==> src/hw/ocs_pkg.sv <==
// Package of constants and types for the output/current setpoint controller
// ==========================================================================
// How it works
// - Output command: 0 off, 1 on.
// - Output comes up enabled after reset.
// - Disable saves setpoints, then drives both to zero.
// - Enable reloads the saved setpoints.
// - Queries report saved setpoints while output disabled.
// - Output query returns 0 off, 1 on.
// - Setpoint above limit rejected, error -222 posted.
// - Setpoint query returns value, model max, or 0.
// - Limit above trip level rejected; query returns limit.
// - Triggered value above limit is refused.
// - Mode defaults fixed; list building accepted.
// - List mode runs list; list building gives error.
// - Fixed during list aborts and restores prior settings.
// - Normal list end keeps final step settings.
// - Mode query reports list while list runs.
// - Trip level above factory max rejected, -222.
// - Measured current above trip level asserts shutdown.
// - Trip query returns level, factory max, or 0.
// - Scale select: high full scale, low one tenth.
// - Range selection first disables the output.
// - Scale query returns 0 low, 1 high.
// - Triggered value held, applied on trigger, checked.
// - Triggered query returns value without applying it.
package ocs_pkg;

  // ========================================================================
  // Widths and limits
  localparam int          VW           = 16;
  localparam logic [15:0] CURRENT_SETPOINT_QUERY_MAX     = 16'hffff; // Model full-scale current
  localparam logic [15:0] PROT_MAX     = 16'hf000; // Factory trip max, arbitrary
  localparam logic [15:0] ZERO         = 16'h0000;
  localparam logic [15:0] SCALE_DIV    = 16'h000a; // Low scale divisor
  localparam logic [15:0] ERR_RANGE    = 16'hff22; // -222 in two's complement
  localparam logic [15:0] ERR_CMD      = 16'hff9c; // -100, command error

  // ========================================================================
  // Command codes
  typedef enum logic [3:0] {
    OCS_C_NOP    = 4'h0,
    OCS_C_OUTPUT_STATE_QUERY   = 4'h1, // output_enable_cmd
    OCS_C_CURRENT_SETPOINT_QUERY   = 4'h2, // current_setpoint_cmd
    OCS_C_CEIL   = 4'h3, // current_ceiling_cmd
    OCS_C_MODE   = 4'h4, // current_exec_mode_cmd
    OCS_C_TRIPLV = 4'h5, // overcurrent_trip_level_cmd
    OCS_C_SCALE  = 4'h6, // current_scale_select_cmd
    OCS_C_PEND   = 4'h7, // pending_current_value_cmd
    OCS_C_TRG    = 4'h8, // trigger_apply_cmd
    OCS_C_LSTBLD = 4'h9, // any list-building command
    OCS_C_VOLTAGE_SETPOINT_QUERY   = 4'ha  // voltage setpoint (from voltage path)
  } ocs_cmd_e;

  // Query codes
  typedef enum logic [3:0] {
    OCS_Q_OUTPUT_STATE_QUERY   = 4'h0, // output_state_query
    OCS_Q_CURRENT_SETPOINT_QUERY   = 4'h1, // current_setpoint_query
    OCS_Q_CEIL   = 4'h2,
    OCS_Q_MODE   = 4'h3, // current_exec_mode_query
    OCS_Q_TRIPLV = 4'h4, // overcurrent_trip_level_query
    OCS_Q_SCALE  = 4'h5, // current_scale_query
    OCS_Q_PEND   = 4'h6,
    OCS_Q_VOLTAGE_SETPOINT_QUERY   = 4'h7  // voltage_setpoint_query
  } ocs_qry_e;

  // Query argument
  localparam logic [1:0] ARG_VAL = 2'h0;
  localparam logic [1:0] ARG_MAX = 2'h1;
  localparam logic [1:0] ARG_MIN = 2'h2;

  // List state machine, Gray along idle -> run -> done
  typedef enum logic [1:0] {
    OCS_L_IDLE = 2'b00,
    OCS_L_RUN  = 2'b01,
    OCS_L_DONE = 2'b11
  } ocs_list_e;

  // Reset values
  localparam logic        RST_OUT_EN = 1'b1;
  localparam logic        RST_SCALE  = 1'b1;
  localparam logic [15:0] RST_CEIL   = 16'hf000;
  localparam logic [15:0] RST_PROT   = 16'hf000;

endpackage

==> src/hw/ocs_range_chk.sv <==
// Range checker: value accepted only when not above a bound
`timescale 1ns/1ps
module ocs_range_chk
  import ocs_pkg::*;
(
  input  wire logic [15:0] value,
  input  wire logic [15:0] bound,
  output logic             ok
);

  // Unsigned compare; equal to the bound is accepted
  assign ok = (value <= bound);

endmodule

==> src/hw/ocs_ctrl.sv <==
// Output enable and current setpoint command controller
`timescale 1ns/1ps
module ocs_ctrl
  import ocs_pkg::*;
(
  input  wire logic        clk_sys,
  input  wire logic        rstn,
  input  wire logic        cmd_valid,
  input  wire logic [3:0]  cmd_code,
  input  wire logic [15:0] cmd_value,
  input  wire logic        qry_valid,
  input  wire logic [3:0]  qry_code,
  input  wire logic [1:0]  qry_arg,
  input  wire logic        list_step_valid,
  input  wire logic [15:0] list_step_current_setpoint_query,
  input  wire logic        list_last,
  input  wire logic [15:0] meas_current_setpoint_query,
  output logic             rsp_valid,
  output logic [15:0]      rsp_data,
  output logic             err_valid,
  output logic [15:0]      err_code,
  output logic [15:0]      current_setpoint_query_applied,
  output logic [15:0]      voltage_setpoint_query_applied,
  output logic             out_enable,
  output logic             scale_high,
  output logic             list_running,
  output logic             breaker_trip
);

  // ========================================================================
  // State
  logic        out_en_q;
  logic [15:0] current_setpoint_query_q;
  logic [15:0] voltage_setpoint_query_q;
  logic [15:0] current_setpoint_query_save_q;
  logic [15:0] voltage_setpoint_query_save_q;
  logic [15:0] ceil_q;
  logic [15:0] prot_q;
  logic [15:0] pend_q;
  logic        scale_q;
  ocs_list_e   list_q;
  logic [15:0] pre_list_current_setpoint_query_q;
  logic        trip_q;
  logic [1:0]  meas_sync_q;
  logic [15:0] meas_s1_q;
  logic [15:0] meas_s2_q;

  logic        cmd_ok_current_setpoint_query;
  logic        cmd_ok_ceil;
  logic        cmd_ok_prot;
  logic        run;
  logic        rej;
  logic [15:0] rej_code;
  logic [15:0] current_setpoint_query_prog;
  logic [15:0] voltage_setpoint_query_prog;

  assign run = (list_q == OCS_L_RUN);

  // ========================================================================
  // Range checks; the pending value shares the setpoint check against the limit
  ocs_range_chk u_chk_current_setpoint_query (
    .value (cmd_value),
    .bound (ceil_q),
    .ok    (cmd_ok_current_setpoint_query)
  );

  ocs_range_chk u_chk_ceil (
    .value (cmd_value),
    .bound (prot_q),
    .ok    (cmd_ok_ceil)
  );

  ocs_range_chk u_chk_prot (
    .value (cmd_value),
    .bound (PROT_MAX),
    .ok    (cmd_ok_prot)
  );

  // Programmed values seen by queries: saved copy while disabled
  assign current_setpoint_query_prog = out_en_q ? current_setpoint_query_q : current_setpoint_query_save_q;
  assign voltage_setpoint_query_prog = out_en_q ? voltage_setpoint_query_q : voltage_setpoint_query_save_q;

  // ========================================================================
  // Rejection decode
  always_comb begin
    rej      = 1'b0;
    rej_code = ERR_RANGE;
    if (cmd_valid) begin
      case (cmd_code)
        OCS_C_CURRENT_SETPOINT_QUERY: rej = !cmd_ok_current_setpoint_query;
        OCS_C_PEND: rej = !cmd_ok_current_setpoint_query;
        OCS_C_CEIL: rej = !cmd_ok_ceil;
        OCS_C_TRIPLV: rej = !cmd_ok_prot;
        OCS_C_LSTBLD: begin
          rej      = run;
          rej_code = ERR_CMD;
        end
        default: rej = 1'b0;
      endcase
    end
  end

  // Error output, one pulse per rejected command
  always_ff @(posedge clk_sys) begin
    if (!rstn) begin
      err_valid <= 1'b0;
      err_code  <= ZERO;
    end else begin
      err_valid <= rej;
      if (rej) begin
        err_code <= rej_code;
      end
    end
  end

  // ========================================================================
  // Output enable; range select forces it off first
  always_ff @(posedge clk_sys) begin
    if (!rstn) begin
      out_en_q <= RST_OUT_EN;
    end else if (cmd_valid && cmd_code == OCS_C_OUTPUT_STATE_QUERY) begin
      out_en_q <= cmd_value[0];
    end else if (cmd_valid && cmd_code == OCS_C_SCALE) begin
      out_en_q <= 1'b0;
    end
  end

  // Save copies taken at the moment of disable
  always_ff @(posedge clk_sys) begin
    if (!rstn) begin
      current_setpoint_query_save_q <= ZERO;
      voltage_setpoint_query_save_q <= ZERO;
    end else if (out_en_q && cmd_valid &&
                 ((cmd_code == OCS_C_OUTPUT_STATE_QUERY && !cmd_value[0]) ||
                  cmd_code == OCS_C_SCALE)) begin
      current_setpoint_query_save_q <= current_setpoint_query_q;
      voltage_setpoint_query_save_q <= voltage_setpoint_query_q;
    end else if (!out_en_q && cmd_valid && !rej) begin
      // Programming while off updates what will be restored
      if (cmd_code == OCS_C_CURRENT_SETPOINT_QUERY) begin
        current_setpoint_query_save_q <= cmd_value;
      end else if (cmd_code == OCS_C_VOLTAGE_SETPOINT_QUERY) begin
        voltage_setpoint_query_save_q <= cmd_value;
      end else if (cmd_code == OCS_C_TRG) begin
        current_setpoint_query_save_q <= pend_q;
      end
    end
  end

  // ========================================================================
  // Active current setpoint, list stepping and trigger
  always_ff @(posedge clk_sys) begin
    if (!rstn) begin
      current_setpoint_query_q <= ZERO;
    end else if (cmd_valid && cmd_code == OCS_C_OUTPUT_STATE_QUERY) begin
      current_setpoint_query_q <= cmd_value[0] ? current_setpoint_query_save_q : ZERO;
      if (cmd_value[0] && out_en_q) begin
        current_setpoint_query_q <= current_setpoint_query_q;
      end
    end else if (cmd_valid && cmd_code == OCS_C_SCALE) begin
      current_setpoint_query_q <= ZERO;
    end else if (cmd_valid && cmd_code == OCS_C_MODE &&
                 !cmd_value[0] && run) begin
      current_setpoint_query_q <= pre_list_current_setpoint_query_q;
    end else if (run && list_step_valid && out_en_q) begin
      current_setpoint_query_q <= list_step_current_setpoint_query;
    end else if (out_en_q && cmd_valid && !rej) begin
      if (cmd_code == OCS_C_CURRENT_SETPOINT_QUERY) begin
        current_setpoint_query_q <= cmd_value;
      end else if (cmd_code == OCS_C_TRG) begin
        current_setpoint_query_q <= pend_q;
      end
    end
  end

  // Voltage setpoint, only for save/restore on enable
  always_ff @(posedge clk_sys) begin
    if (!rstn) begin
      voltage_setpoint_query_q <= ZERO;
    end else if (cmd_valid && cmd_code == OCS_C_OUTPUT_STATE_QUERY) begin
      if (!cmd_value[0]) begin
        voltage_setpoint_query_q <= ZERO;
      end else if (!out_en_q) begin
        voltage_setpoint_query_q <= voltage_setpoint_query_save_q;
      end
    end else if (cmd_valid && cmd_code == OCS_C_SCALE) begin
      voltage_setpoint_query_q <= ZERO;
    end else if (out_en_q && cmd_valid && cmd_code == OCS_C_VOLTAGE_SETPOINT_QUERY) begin
      voltage_setpoint_query_q <= cmd_value;
    end
  end

  // ========================================================================
  // Limit, trip level, pending value and scale
  always_ff @(posedge clk_sys) begin
    if (!rstn) begin
      ceil_q  <= RST_CEIL;
      prot_q  <= RST_PROT;
      pend_q  <= ZERO;
      scale_q <= RST_SCALE;
    end else if (cmd_valid && !rej) begin
      case (cmd_code)
        OCS_C_CEIL:   ceil_q  <= cmd_value;
        OCS_C_TRIPLV: prot_q  <= cmd_value;
        OCS_C_PEND:   pend_q  <= cmd_value;
        OCS_C_SCALE:  scale_q <= cmd_value[0];
        default:      ceil_q  <= ceil_q;
      endcase
    end
  end

  // ========================================================================
  // List execution state; fixed is the default
  always_ff @(posedge clk_sys) begin
    if (!rstn) begin
      list_q          <= OCS_L_IDLE;
      pre_list_current_setpoint_query_q <= ZERO;
    end else begin
      case (list_q)
        OCS_L_IDLE, OCS_L_DONE: begin
          if (cmd_valid && cmd_code == OCS_C_MODE && cmd_value[0]) begin
            list_q          <= OCS_L_RUN;
            pre_list_current_setpoint_query_q <= current_setpoint_query_q;
          end else begin
            list_q <= OCS_L_IDLE;
          end
        end
        OCS_L_RUN: begin
          if (cmd_valid && cmd_code == OCS_C_MODE && !cmd_value[0]) begin
            list_q <= OCS_L_IDLE;
          end else if (list_step_valid && list_last) begin
            list_q <= OCS_L_DONE;
          end
        end
        default: list_q <= OCS_L_IDLE;
      endcase
    end
  end

  // ========================================================================
  // Measured current crosses in from the converter: two flops
  always_ff @(posedge clk_sys) begin
    if (!rstn) begin
      meas_s1_q   <= ZERO;
      meas_s2_q   <= ZERO;
      meas_sync_q <= 2'b00;
    end else begin
      meas_s1_q   <= meas_current_setpoint_query;
      meas_s2_q   <= meas_s1_q;
      meas_sync_q <= {meas_sync_q[0], 1'b1};
    end
  end

  // Breaker trip latches until reset; out_enable is not cleared by a trip
  always_ff @(posedge clk_sys) begin
    if (!rstn) begin
      trip_q <= 1'b0;
    end else if (meas_sync_q[1] && meas_s2_q > prot_q) begin
      trip_q <= 1'b1;
    end
  end

  // ========================================================================
  // Query answers, registered one cycle after the request
  always_ff @(posedge clk_sys) begin
    if (!rstn) begin
      rsp_valid <= 1'b0;
      rsp_data  <= ZERO;
    end else begin
      rsp_valid <= qry_valid;
      if (qry_valid) begin
        case (qry_code)
          OCS_Q_OUTPUT_STATE_QUERY:  rsp_data <= {15'h0000, out_en_q};
          OCS_Q_CURRENT_SETPOINT_QUERY: begin
            if (qry_arg == ARG_MAX) begin
              rsp_data <= CURRENT_SETPOINT_QUERY_MAX;
            end else if (qry_arg == ARG_MIN) begin
              rsp_data <= ZERO;
            end else begin
              rsp_data <= current_setpoint_query_prog;
            end
          end
          OCS_Q_CEIL:  rsp_data <= ceil_q;
          OCS_Q_MODE:  rsp_data <= {15'h0000, run};
          OCS_Q_TRIPLV: begin
            if (qry_arg == ARG_MAX) begin
              rsp_data <= PROT_MAX;
            end else if (qry_arg == ARG_MIN) begin
              rsp_data <= ZERO;
            end else begin
              rsp_data <= prot_q;
            end
          end
          OCS_Q_SCALE: rsp_data <= {15'h0000, scale_q};
          OCS_Q_PEND:  rsp_data <= pend_q;
          OCS_Q_VOLTAGE_SETPOINT_QUERY:  rsp_data <= voltage_setpoint_query_prog;
          default:     rsp_data <= ZERO;
        endcase
      end
    end
  end

  // ========================================================================
  // Outputs to the power stage; low scale is one tenth of full scale
  assign current_setpoint_query_applied = current_setpoint_query_q;
  assign voltage_setpoint_query_applied = voltage_setpoint_query_q;
  assign out_enable   = out_en_q;
  assign scale_high   = scale_q;
  assign list_running = run;
  assign breaker_trip = trip_q;

endmodule

==> config.mk <==
export PLATFORM = sky130hd
export DESIGN_NAME = ocs_ctrl
export DESIGN_NICKNAME = d
export VERILOG_FILES = /design/src/hw/ocs_pkg.sv /design/src/hw/ocs_range_chk.sv /design/src/hw/ocs_ctrl.sv
export SDC_FILE = /design/constraint.sdc
export NUM_CORES = 1
export LEC_CHECK = 0
export BUFFER_PORTS_ARGS = -buffer_cell sky130_fd_sc_hd__buf_2
export CAP_MARGIN = 0
export CORE_ASPECT_RATIO = 0.75
export CORE_MARGIN = 2
export CORE_UTILIZATION = 35
export CTS_CLUSTER_SIZE = 10
export DETAILED_ROUTE_END_ITERATION = 7
export PLACE_DENSITY = 0.6
export SLEW_MARGIN = 20
export SYNTH_ARGS = -nofsm -noshare
export SYNTH_HDL_FRONTEND = slang
export SYNTH_SLANG_ARGS = --single-unit
==> constraint.sdc <==
create_clock -name clk_sys -period 2.2 [get_ports clk_sys]
set_input_delay 0.11 -clock clk_sys [delete_from_list [all_inputs] [get_ports clk_sys]]
set_output_delay 0.11 -clock clk_sys [all_outputs]
set_load 0.03 [all_outputs]
# Yosys cells after proc, flatten, opt, wreduce, memory -nomap -nowiden
# Cells that the tools add are included.
[word_totals]
ff_bits = 201
out_inout_bits = 70
wordCells = 133
[classes]
reduce_logical = 45
mux = 39
n_lt_le_gt_ge = 4
n_eq_ne = 25
[op_table]
columns = ["cell", "count"]
rows = [
  ["$mux 16", 27],
  ["$pmux 16 s8", 1],
  ["$eq 4x3->1 const B", 8],
  ["$le 16x16->1", 2],
  ["$logic_and 1x1->1", 19],
  ["$eq 4x2->1 const B", 4],
  ["$gt 16x16->1", 1],
  ["$le 16x16->1 const B", 1],
  ["$mux 8", 2],
  ["$eq 4x4->1 const B", 3],
  ["$reduce_and 2->1", 5],
  ["$reduce_and 3->1", 3],
  ["$eq 4x1->1 const B", 2],
  ["$logic_not 1->1", 6],
  ["$reduce_bool 2->1", 3],
  ["$reduce_bool 3->1", 2],
  ["$reduce_bool 6->1", 1],
  ["$mux 1", 5],
  ["$reduce_bool 5->1", 1],
  ["$eq 2x1->1 const B", 2],
  ["$eq 2x2->1 const B", 2],
  ["$logic_not 4->1", 1],
  ["$mux 2", 2],
  ["$ne 2x2->1 const B", 2],
  ["7 further kinds", 8],
]

# Longest topological paths before layout
# Gate-level depths: netlist (run 1).
[logic_depth]
ltp_word = 11
depth_mapped = 12
ltp_nobuf = 9

# Cells and area by module
# Synthesis (run 1) repeated with hierarchy kept, for this count alone.
[hier_totals]
hier_cells = 1267
area_unflattened_um2 = 10636.5
[by_module_without_submodules]
columns = ["module", "cells_per_inst", "area_each_um2", "n_inst"]
rows = [
  ["ocs_ctrl", 1099, 9394.0, 1],
  ["ocs_range_chk", 56, 414.1, 3],
]

# Worst setup path before layout (run 1)
# Ideal clock, no wire load.
[synth_path]
path_kind = "register to register"
start = "reg ceil_q[14]"
end = "reg current_setpoint_query_save_q[0]"
slack_ps = -143
t_arrival_ps = 2205
stages_incl_launch_ff = 12
path_buffers = 2
setup_time_ps = 138
cell_sequence = "dfxtp_1 > inv_1 > ha_1 > nand4_2 > nor4_2 > a41oi_1 > o31a_2 > or3_1 > clkbuf_1 > buf_1 > nand4_1 > o221ai_1"
[synth_via]
elab_chain_len = 8
[synth_rtl]
columns = ["item", "line", "text"]
rows = [
  ["start: declaration", "ocs_ctrl.sv:37", "logic [15:0] ceil_q;"],
  ["start signal: assignment", "ocs_ctrl.sv:203", "OCS_C_CEIL: ceil_q <= cmd_value;"],
  ["start signal: assignment", "ocs_ctrl.sv:207", "default: ceil_q <= ceil_q;"],
  ["$le 16x16->1", "ocs_range_chk.sv:12", "assign ok = (value <= bound);"],
  ["$logic_not 1->1", "ocs_ctrl.sv:90, ocs_ctrl.sv:91", ""],
  ["$pmux 1 s4", "ocs_ctrl.sv:89", "case (cmd_code)"],
  ["$mux 1", "ocs_ctrl.sv:88", "if (cmd_valid) begin"],
  ["$logic_not 1->1", "ocs_ctrl.sv:138", "end else if (!out_en_q && cmd_valid && !rej) begin"],
  ["$logic_and 1x1->1", "ocs_ctrl.sv:138", ""],
  ["$reduce_bool 2->1 (no line)", "-", ""],
  ["$reduce_and 3->1 (no line)", "-", ""],
  ["end signal: assignment", "ocs_ctrl.sv:136", "current_setpoint_query_save_q <= current_setpoint_query_q;"],
  ["end signal: assignment", "ocs_ctrl.sv:141", "current_setpoint_query_save_q <= cmd_value;"],
  ["end signal: assignment", "ocs_ctrl.sv:145", "current_setpoint_query_save_q <= pend_q;"],
  ["end: declaration", "ocs_ctrl.sv:35", "logic [15:0] current_setpoint_query_save_q;"],
]
# No other way between the ends.
# A chain may end at the register's enable or synchronous reset.

# Worst setup path in the final report (run 1)
[layout_path]
start = "reg ceil_q[12]"
end = "reg prot_q[13]"
[layout_via]
elab_chain_len = 7
[layout_rtl]
columns = ["item", "line", "text"]
rows = [
  ["$le 16x16->1", "ocs_range_chk.sv:12", ""],
  ["$logic_not 1->1", "ocs_ctrl.sv:90, ocs_ctrl.sv:91", ""],
  ["$pmux 1 s4", "ocs_ctrl.sv:89", ""],
  ["$mux 1", "ocs_ctrl.sv:88", ""],
  ["$logic_not 1->1", "ocs_ctrl.sv:201", "end else if (cmd_valid && !rej) begin"],
  ["$logic_and 1x1->1", "ocs_ctrl.sv:201", ""],
  ["$reduce_and 2->1 (no line)", "-", ""],
  ["end signal: assignment", "ocs_ctrl.sv:204", "OCS_C_TRIPLV: prot_q <= cmd_value;"],
  ["end: declaration", "ocs_ctrl.sv:38", "logic [15:0] prot_q;"],
]
# No other way between the ends.

==> metrics.cfg, run 1 <==
[clock_tree]
cts_tree=yes
root_buffer=clkbuf_16
cts_made_buffers=17
h-tree-depth=4
clock_latency_ns=0.46
clk_pin_slew_ns=0.08
cts.sinks=188
cts.path.max_buffers=2

[yosys]
synth_compound_area_share_pct=19.7
ys_ff_latch=188
synth_warnings=0
syn_area_um2=10100
synth_most_common_cell=dfxtp_1
yosys.area.top_type=dfxtp_1
synth.distinct_cells=68
synth_edf_count=0
synth_area_leaders=dfxtp_1 (37%), mux2i_1 (7.1%), ha_1 (6.2%)
synth_top_family_by_area=compound AO/OA/AOI/OAI gates
synthXorXnorAreaFrac_pct=0.173
synth_seq_area_share_pct=37.2
synth.mux.area_fraction_pct=10.9
synth_top_area_share_pct=37.2
synth_ff_type=dfxtp_1
syn_avg_cell_area_um2=8.82
synth_commonest_cells=dfxtp_1 (188), nand2_1 (144), o21ai_0 (73), mux2i_1 (72), nand3_1 (59)
synth-simple-area-share_pct=19.4
synthAdderAreaFrac_pct=6.67
async_reset_ff_share_pct=0
syn_inst=1148

[power]
peakVddDrop_v=0.000582
leakage_uw=0.00597
powerDensity_nw_per_um2=595

[routing]
first_pass_iters=7
drcViolationCount=0
wl_mm=35.2
drtIter0Drc=932
drt-vias-per-instance=5.52
drtAntennaViolNets=0
avgRoutedWirePerCell_um=20.2
via_count=9632

[die]
die_x_um=200
ios=134
fp.dieArea_um2=30300
core_area_um2=28200
start_util_pct=35.8
row_count=53
dieHeight_um=151

[sta]
setup_slack_ns=-0.232
setup_viol=83
slew_headroom_pct=67.0
period_share_pct=111
rsz0062_at_grt=true
worst_pin_slew_ns=0.481
period_minus_slack_ns=2.43
fmaxAchievable_ghz=0.411
drv_slew=0
final.setup_skew_ns=0.0131
hold_viol=0

[grt]
grt_antenna_before_repair=0
gr-total-overflow=0
grt_pass1_wl_mm=52.0
grt_pass1_vias=8813
track_usage_pct=22.5
grt_max_degree=69

[setup_path]
end_kind=flop
worstRegToRegCells=12
critical_path_class=reg -> reg
crit_arrival_ns=2.74
crit_fanout=8
required_ns=2.50
worstSetupStartpointType=flop

[run_status]
violations=negative setup slack
status=finished with violations

[worst_hold_path]
hold_depth=3
hp-class=in -> reg

[cells_and_area]
seq_area_um2=3790
design_area_um2=13300
post-route-util_pct=47.2
multi_input_area_um2=6170
drive_above_1_share_pct=30.8
num_antenna_cells=0
fillerInstances=2699
nNetsFinal=1460
syn2layout_area_growth_pct=31.6

[place]
dpl.hpwl_mm=24.7
port_buffers=131
dpl_cell_area_um2=12000
gp_congestion=0.945

[job]
drv_cap=0

==> cell type report <==
class / instances / area share [%]
Clock buffer: 18 / 3.22
Clock inverter: 14 / 1.16
Timing Repair Buffer: 275 / 16.1
Tap cell: 385 / 3.62
Inverter: 41 / 1.16
Sequential cell: 188 / 28.4
Multi-Input combinational cell: 823 / 46.3
==> worst max-delay path, stage by stage (launching register included) <==
cell,delay (ns)
dfxtp_2,0.32
inv_1,0.10
ha_4,0.22
nand4_4,0.09
buf_4,0.12
nor2_1,0.04
a21o_1,0.18
o31a_4,0.35
buf_6,0.14
nor4_4,0.27
buf_6,0.18
clkbuf_16,0.17
o211ai_1,0.09
==> sequential cells by signal, indices dropped and copies added (netlist names), 2 cells and up <==
register,count
meas_s1_q,16
meas_sync_q,2
rsp_data,16
current_setpoint_query_applied,16
voltage_setpoint_query_applied,16
prot_q,16
current_setpoint_query_save_q,16
pre_list_current_setpoint_query_q,16
ceil_q,16
list_q,2
err_code,3
voltage_setpoint_query_save_q,16
pend_q,16
meas_s2_q,16
==> routing by layer <==
layer | track usage [%] | part of all wire (%)
met2 | 33.6 | 43
met5 | 0 | 0
met4 | 6.52 | 1.9
met3 | 6.52 | 9.1
met1 | 31.6 | 46
==> power by group <==
part | switching [uW] | internal, uW | leakage [uW]
logic | 691 | 482 | 0.00416
clock network | 1560 | 1610 | 0.000278
registers | 80.8 | 3510 | 0.00153
==> stage by stage <==
stage / setup WS, ns / total power [uW] / hold WS, ns / cells / setup TNS [ns]
floorplan: -0.100 / 4270 / 0.138 / 1149 / -2.27
global placement: -0.207 / 4720 / 0.320 / 1677 / -8.60
detailed placement: -0.266 / 4740 / 0.320 / 1677 / -15.39
CTS: -0.191 / 7940 / 0.00966 / 1740 / -12.02
global route: -0.334 / 8230 / 0.0371 / 1744 / -19.92
finish: -0.232 / 7930 / 0.0216 / 1744 / -12.84
==> final timing paths <==
kind / startpoint / to / slack (ns)
setup / recovery: ceil_q[12] / prot_q[13] / -0.23
hold / removal: cmd_value[11] / ceil_q[11] / 0.02
setup reg to reg: ceil_q[12] / prot_q[13] / -0.23
hold reg to reg: meas_s1_q[10] / meas_s2_q[10] / 0.43
==> cells by family (layout without fill, tap and decap cells) <==
group,after synthesis,after routing
and+or+nand+nor,382,382
AOI/OAI and AO/OA,276,276
DFF,188,188
buffers and inverters,138,348
muxes,106,106
adders and majority gates,55,55
xor gates and xnor gates,2,2
other,1,2
==> what timing repair did <==
action / in CTS / in global routing
setup buffers: 9 / 1
endpoints found under the setup margin: 84 / 84
hold endpoints to repair: 18 / 0
gates cloned: 4 / 4
pin swaps: 10 / 22
hold buffers: 18 / 0
resized for setup: 42 / 55
==> layout by cell type (no fill, tap or decap), types with 6 or more instances in the layout <==
cell           count
nand2_2            7
nand4_1           28
mux2i_1           71
nand3b_1          13
ha_4              16
nor2b_1           38
o211a_1           50
buf_2            130
dfxtp_1          170
ha_1              34
dfxtp_2           18
a22oi_1           26
nand2b_1          10
nand3_2           11
nand3_1           48
nand2_1          137
buf_4             95
buf_6              9
buf_12            17
clkbuf_16         20
o221ai_2           7
dlygate4sd3_1     18
o21ai_1           30
and2_1            37
mux2_2            34
o21ai_0           57
nor2_1            24
a21oi_1           31
o311ai_0           6
inv_2             10
inv_1             31
o211ai_1          12
o221ai_1          10
Power figures use the tool's default switching activity.
==> run 2, diff against run 1 <==
clock period = 2 ns   (was 2.2 ns; I/O delays follow)
==> run 2 against run 1 <==
The flow still finishes with violations (negative setup slack). Setup slack got worse by 0.23 ns. Critical path type unchanged. Largest cell class unchanged. Clock skew increased by 0.0048 ns. Count of clock-buffer cells in the layout decreased by 1. Sequential power increased by 10%. Global-route usage about the same.
==> metrics.cfg, run 2 (synthesis gave the netlist of run 1 again) <==
[run_status]
status=finished with violations  ; unchanged
violations=negative setup slack  ; unchanged

[sta]
fmaxAchievable_ghz=0.406  ; was 0.411 GHz
setup_slack_ns=-0.464  ; was -0.232 ns
worst_pin_slew_ns=0.559  ; was 0.481 ns
hold_viol=0  ; unchanged
drv_slew=0  ; unchanged
setup_viol=84  ; was 83
rsz0062_at_grt=true  ; unchanged
period_minus_slack_ns=2.46  ; was 2.43 ns
period_share_pct=123  ; was 111%
slew_headroom_pct=62.7  ; was 67.0%
final.setup_skew_ns=0.0178  ; was 0.0131 ns

[cells_and_area]
syn2layout_area_growth_pct=36.4  ; was 31.6%
final_cell_mix=dfxtp_1 (170), nand2_1 (136), buf_2 (130), buf_4 (120), mux2i_1 (72)  ; was dfxtp_1 (170), nand2_1 (137), buf_2 (130), buf_4 (95), mux2i_1 (71)
stdcell_count=1772  ; was 1744
drive_above_1_share_pct=34.5  ; was 30.8%
nNetsFinal=1488  ; was 1460
mostFrequentLayoutCell=dfxtp_1  ; unchanged
fillerInstances=2707  ; was 2699
num_antenna_cells=0  ; unchanged
post-route-util_pct=48.9  ; was 47.2%

[grt]
track_usage_pct=22.5  ; about the same
grt_max_degree=76  ; was 69
grt_pass1_vias=8908  ; was 8813
grt_pass1_wl_mm=52.4  ; was 52.0 mm
gr-total-overflow=0  ; unchanged
grt_antenna_before_repair=0  ; unchanged

[power]
p_comb_share_pct=15.1  ; was 14.8%
power_frac_seq_pct=44.0  ; was 45.3%
leakage_uw=0.00619  ; was 0.00597 uW
peakVddDrop_v=0.000493  ; was 0.000582 V
netSwitchingPower_uw=2630  ; was 2330 uW
powerDensity_nw_per_um2=650  ; was 595 nW/um2
swShare_pct=29.3  ; was 29.4%
clkPwrFrac_pct=40.9  ; was 40.0%
internal-power_uw=6340  ; was 5600 uW

[worst_hold_path]
hold_depth=3  ; unchanged
hp-class=in -> reg  ; unchanged

[place]
port_buffers=131  ; unchanged
place_inst=1704  ; was 1677
gp_congestion=0.896  ; was 0.945
dpl_worst_slack_ns=-0.451  ; was -0.266 ns
dpl.hpwl_mm=24.9  ; was 24.7 mm

[setup_path]
end_kind=flop  ; unchanged
critical_path_class=reg -> reg  ; unchanged
crit_arrival_ns=2.77  ; was 2.74 ns
worstRegToRegCells=9  ; was 12
required_ns=2.30  ; was 2.50 ns
crit_fanout=8  ; unchanged
worstSetupStartpointType=flop  ; unchanged

[routing]
drtIter0Drc=851  ; was 932
via_count=9807  ; was 9632
drtAntennaViolNets=0  ; unchanged
drt-vias-per-instance=5.53  ; was 5.52
wl_mm=35.7  ; was 35.2 mm
first_pass_iters=6  ; was 7
avgRoutedWirePerCell_um=20.1  ; was 20.2 um
drcViolationCount=0  ; unchanged

[clock_tree]
h-tree-depth=4  ; unchanged
cts.path.max_buffers=2  ; unchanged
clock_latency_ns=0.45  ; was 0.46 ns
cts.sinks=188  ; unchanged
cts_made_buffers=17  ; unchanged
root_buffer=clkbuf_16  ; unchanged
clk_pin_slew_ns=0.08  ; about the same
cts_tree=yes  ; unchanged

[die]
dieHeight_um=151  ; unchanged
row_count=53  ; unchanged
die_x_um=200  ; unchanged
fp.dieArea_um2=30300  ; unchanged
core_area_um2=28200  ; unchanged
start_util_pct=35.8  ; unchanged
ios=134  ; unchanged

[job]
drv_cap=0  ; unchanged

## run 2: cell types whose count changed in the layout (fill, tap and decap cells not counted), moves of 4 or more
cell / delta
o21ai_2: +5
nand3_2: +12
o21ai_0: -5
nand2_4: +4
nand3_1: -13
buf_4: +25
## run 2: cell type report
class | instances | area (um2) | area share (%)
repair buffers | 303 | 2430 | 17.6
clock buffers | 17 | 425 | 3.08
clock inverters | 15 | 198 | 1.43
inverters | 41 | 154 | 1.11
well taps | 385 | 482 | 3.49
flip-flops and latches | 188 | 3790 | 27.4
multi-input cells | 823 | 6340 | 45.9
## run 2: worst paths after layout
path	startpoint	to	slack, ns
max	prot_q[14]	ceil_q[12]	-0.46
min	cmd_value[4]	prot_q[4]	0.01
max reg2reg	prot_q[14]	ceil_q[12]	-0.46
min reg2reg	meas_s1_q[10]	meas_s2_q[10]	0.44
## run 2: worst max-delay path, stage by stage (launching register included)
cell	delay (ns)
dfxtp_2	0.35
inv_2	0.05
ha_4	0.26
nand4_1	0.13
or4_4	0.57
or3_4	0.37
a21oi_4	0.15
buf_6	0.16
buf_12	0.16
o211ai_1	0.11
## run 2: power by group through the flow
| stage | Combinational, uW | Clock, uW | Sequential (uW) |
|---|---|---|---|
| 6_report | 1350 | 3670 | 3950 |
| 5_1_grt | 1450 | 3900 | 3960 |
| 4_1_cts | 1280 | 3730 | 3940 |
| 3_5_place_dp | 1220 | 0 | 4030 |
| 3_3_place_gp | 1200 | 0 | 4030 |
| 2_1_floorplan | 585 | 0 | 4120 |
## run 2: timing repair
item / 4_1_cts / 5_1_grt
endpoints found under the hold margin: 16 / 0
hold buffers: 16 / 0
pin swaps: 25 / 26
buffers inserted: 7 / 6
cloned: 4 / 7
resized for setup: 46 / 64
endpoints found under the setup margin: 87 / 88
## run 2: stage by stage
step	TNS, ns	power (uW)	instance area (um2)	hold slack [ns]
6_report	-32.47	8970	13800	0.0135
5_1_grt	-39.12	9310	13800	0.0255
4_1_cts	-29.40	8960	13400	0.00225
3_5_place_dp	-33.51	5250	12300	0.310
3_3_place_gp	-29.46	5230	12300	0.310
2_1_floorplan	-15.81	4700	10400	0.128
## run 2: routing by layer
metal / wire length (um) / vias up / part of all wire [%] / global-route usage (%)
met2: 15300 / 373 / 43 / 33.8
li1: - / 4633 / - / -
met5: 0 / - / 0 / 0
met1: 17100 / 4762 / 48 / 32.4
met3: 2850 / 39 / 8.0 / 5.42
met4: 472 / 0 / 1.3 / 5.26
==> run 3, diff against run 2 <==
--- a/config.mk
+++ b/config.mk
@@ -14,3 +14,3 @@
 export DETAILED_ROUTE_END_ITERATION = 7
-export PLACE_DENSITY = 0.6
+export PLACE_DENSITY = 0.58
 export SLEW_MARGIN = 20
==> constraint.sdc (replaced) <==
create_clock -name clk_sys -period 2 [get_ports clk_sys]
set_input_delay 0.4 -clock clk_sys [delete_from_list [all_inputs] [get_ports clk_sys]]
set_output_delay 0.4 -clock clk_sys [all_outputs]
set_load 0.03 [all_outputs]
==> run 3 against run 2 <==
The run still ends with negative setup slack left. Critical path depth rose by 4. Total power fell by 1.6%. First-iteration DRC count rose by 3.4%. Die area did not move. Global-route usage rose by 0.83 points. Design area barely moved. Largest power group unchanged.
==> metrics.cfg, run 3 (synthesis gave the netlist of run 1 again) <==
[cells_and_area]
seq_area_um2=3780  ; was 3790 um2
syn2layout_area_growth_pct=36.4  ; about the same
final_cell_mix=dfxtp_1 (176), buf_4 (161), nand2_1 (135), buf_2 (130), mux2i_1 (72)  ; was dfxtp_1 (170), nand2_1 (136), buf_2 (130), buf_4 (120), mux2i_1 (72)
fillerInstances=2735  ; was 2707
post-route-util_pct=48.9  ; about the same
multi_input_area_um2=6270  ; was 6340 um2
drive_above_1_share_pct=35.5  ; was 34.5%
design_area_um2=13800  ; about the same
nNetsFinal=1510  ; was 1488
mostFrequentLayoutCell=dfxtp_1  ; unchanged
num_antenna_cells=0  ; unchanged

[clock_tree]
cts_made_buffers=17  ; unchanged
clk_pin_slew_ns=0.08  ; about the same
clock_latency_ns=0.46  ; was 0.45 ns
cts.sinks=188  ; unchanged
root_buffer=clkbuf_16  ; unchanged
cts_tree=yes  ; unchanged
h-tree-depth=4  ; unchanged
cts.path.max_buffers=2  ; unchanged

[setup_path]
required_ns=2.40  ; was 2.30 ns
worstSetupStartpointType=flop  ; unchanged
rr_startpoint=ceil_q[8]  ; was prot_q[14]
critical_path_class=reg -> reg  ; unchanged
worstRegToRegCells=13  ; was 9
crit_fanout=8  ; unchanged
end_kind=flop  ; unchanged
crit_arrival_ns=2.98  ; was 2.77 ns
crit_path_start=ceil_q[8]  ; was prot_q[14]

[sta]
rsz0062_at_grt=true  ; unchanged
setup_viol=84  ; unchanged
period_minus_slack_ns=2.58  ; was 2.46 ns
hold_viol=0  ; unchanged
final.setup_skew_ns=0.0155  ; was 0.0178 ns
tns_ns=-40.86  ; was -32.47 ns
hold_slack_ns=0.148  ; was 0.0135 ns
drv_slew=0  ; unchanged
fmaxAchievable_ghz=0.388  ; was 0.406 GHz
setup_slack_ns=-0.580  ; was -0.464 ns
period_share_pct=129  ; was 123%

[die]
die_x_um=200  ; unchanged
start_util_pct=35.8  ; unchanged
dieHeight_um=151  ; unchanged
fp.dieArea_um2=30300  ; unchanged
ios=134  ; unchanged
row_count=53  ; unchanged
core_area_um2=28200  ; unchanged

[worst_hold_path]
hold_start=meas_current_setpoint_query[2]  ; was cmd_value[4]
hp-class=in -> reg  ; unchanged
hold_depth=2  ; was 3

[routing]
avgRoutedWirePerCell_um=20.1  ; about the same
dr_wl_met3_mm=2.63  ; was 2.85 mm
drt-vias-per-instance=5.43  ; was 5.53
drcViolationCount=0  ; unchanged
first_pass_iters=7  ; was 6
drtIter0Drc=880  ; was 851
wl_mm=36.0  ; was 35.7 mm
wl_met2_mm=15.1  ; was 15.3 mm
via_count=9746  ; was 9807
m1WireLength_mm=17.7  ; was 17.1 mm
highest_layer=met5  ; was met4
drtAntennaViolNets=0  ; unchanged

[job]
drv_cap=0  ; unchanged

[grt]
gr-total-overflow=0  ; unchanged
grt_pass1_wl_mm=53.9  ; was 52.4 mm
grt_antenna_before_repair=1  ; was 0
track_usage_pct=23.3  ; was 22.5%
grt_max_degree=57  ; was 76
grt_pass1_vias=9092  ; was 8908

[place]
dpl.hpwl_mm=25.9  ; was 24.9 mm
port_buffers=131  ; unchanged
gp_congestion=0.935  ; was 0.896
dpl_cell_area_um2=12700  ; was 12300 um2
dpl_worst_slack_ns=-0.694  ; was -0.451 ns

[power]
powerDensity_nw_per_um2=639  ; was 650 nW/um2
leakage_uw=0.00630  ; was 0.00619 uW
peakVddDrop_v=0.000574  ; was 0.000493 V

[run_status]
status=finished with violations  ; unchanged
violations=negative setup slack  ; unchanged

run 3: metal layers:
metal | global-route usage, % | vias to the layer above
li1 | - | 4633
met1 | 34.0 | 4724
met2 | 34.5 | 347
met3 | 4.82 | 40
met4 | 6.85 | 2
met5 | 0 | -
run 3: area by class of cell:
type,instances,share of cell area (%)
well taps,385,3.49
clock buffers,18,3.18
clock inverters,14,1.10
inverters,41,1.15
multi-input cells,823,45.4
repair buffers,325,18.3
flip-flops and latches,188,27.4
run 3: worst paths after layout:
| kind | to | slack (ns) |
|---|---|---|
| setup reg to reg | current_setpoint_query_applied[15] | -0.58 |
| hold reg to reg | meas_s2_q[6] | 0.43 |
| hold / removal | meas_s1_q[2] | 0.15 |
| setup / recovery | current_setpoint_query_applied[15] | -0.58 |
run 3: power breakdown:
group	internal (uW)	total [uW]	switching, uW
registers	3860	3950	93.7
clock network	1810	3530	1720
logic	569	1350	784
run 3: metrics by stage:
stage               instances  total power, uW
floorplan                1149             4700
global placement         1742             5290
detailed placement       1742             5300
CTS                      1788             8840
global route             1794             9140
finish                   1794             8830
run 3: timing repair:
action / 4_1_cts / 5_1_grt
pin swaps: 8 / 32
cloned: 4 / 3
setup buffers: 10 / 7
endpoints found under the setup margin: 85 / 85
gates resized for setup: 42 / 52
hold buffers: 0 / 0
run 3: critical path: stages, from the launching register on:
cell and delay, ns:
dfxtp_2 0.34, inv_2 0.04, ha_4 0.20, nand4_1 0.15
buf_4 0.13, buf_4 0.10, nor2_2 0.03, a21o_1 0.17
o31a_4 0.37, buf_6 0.14, o311ai_4 0.21, a21boi_4 0.31
clkbuf_16 0.20, o211a_1 0.13
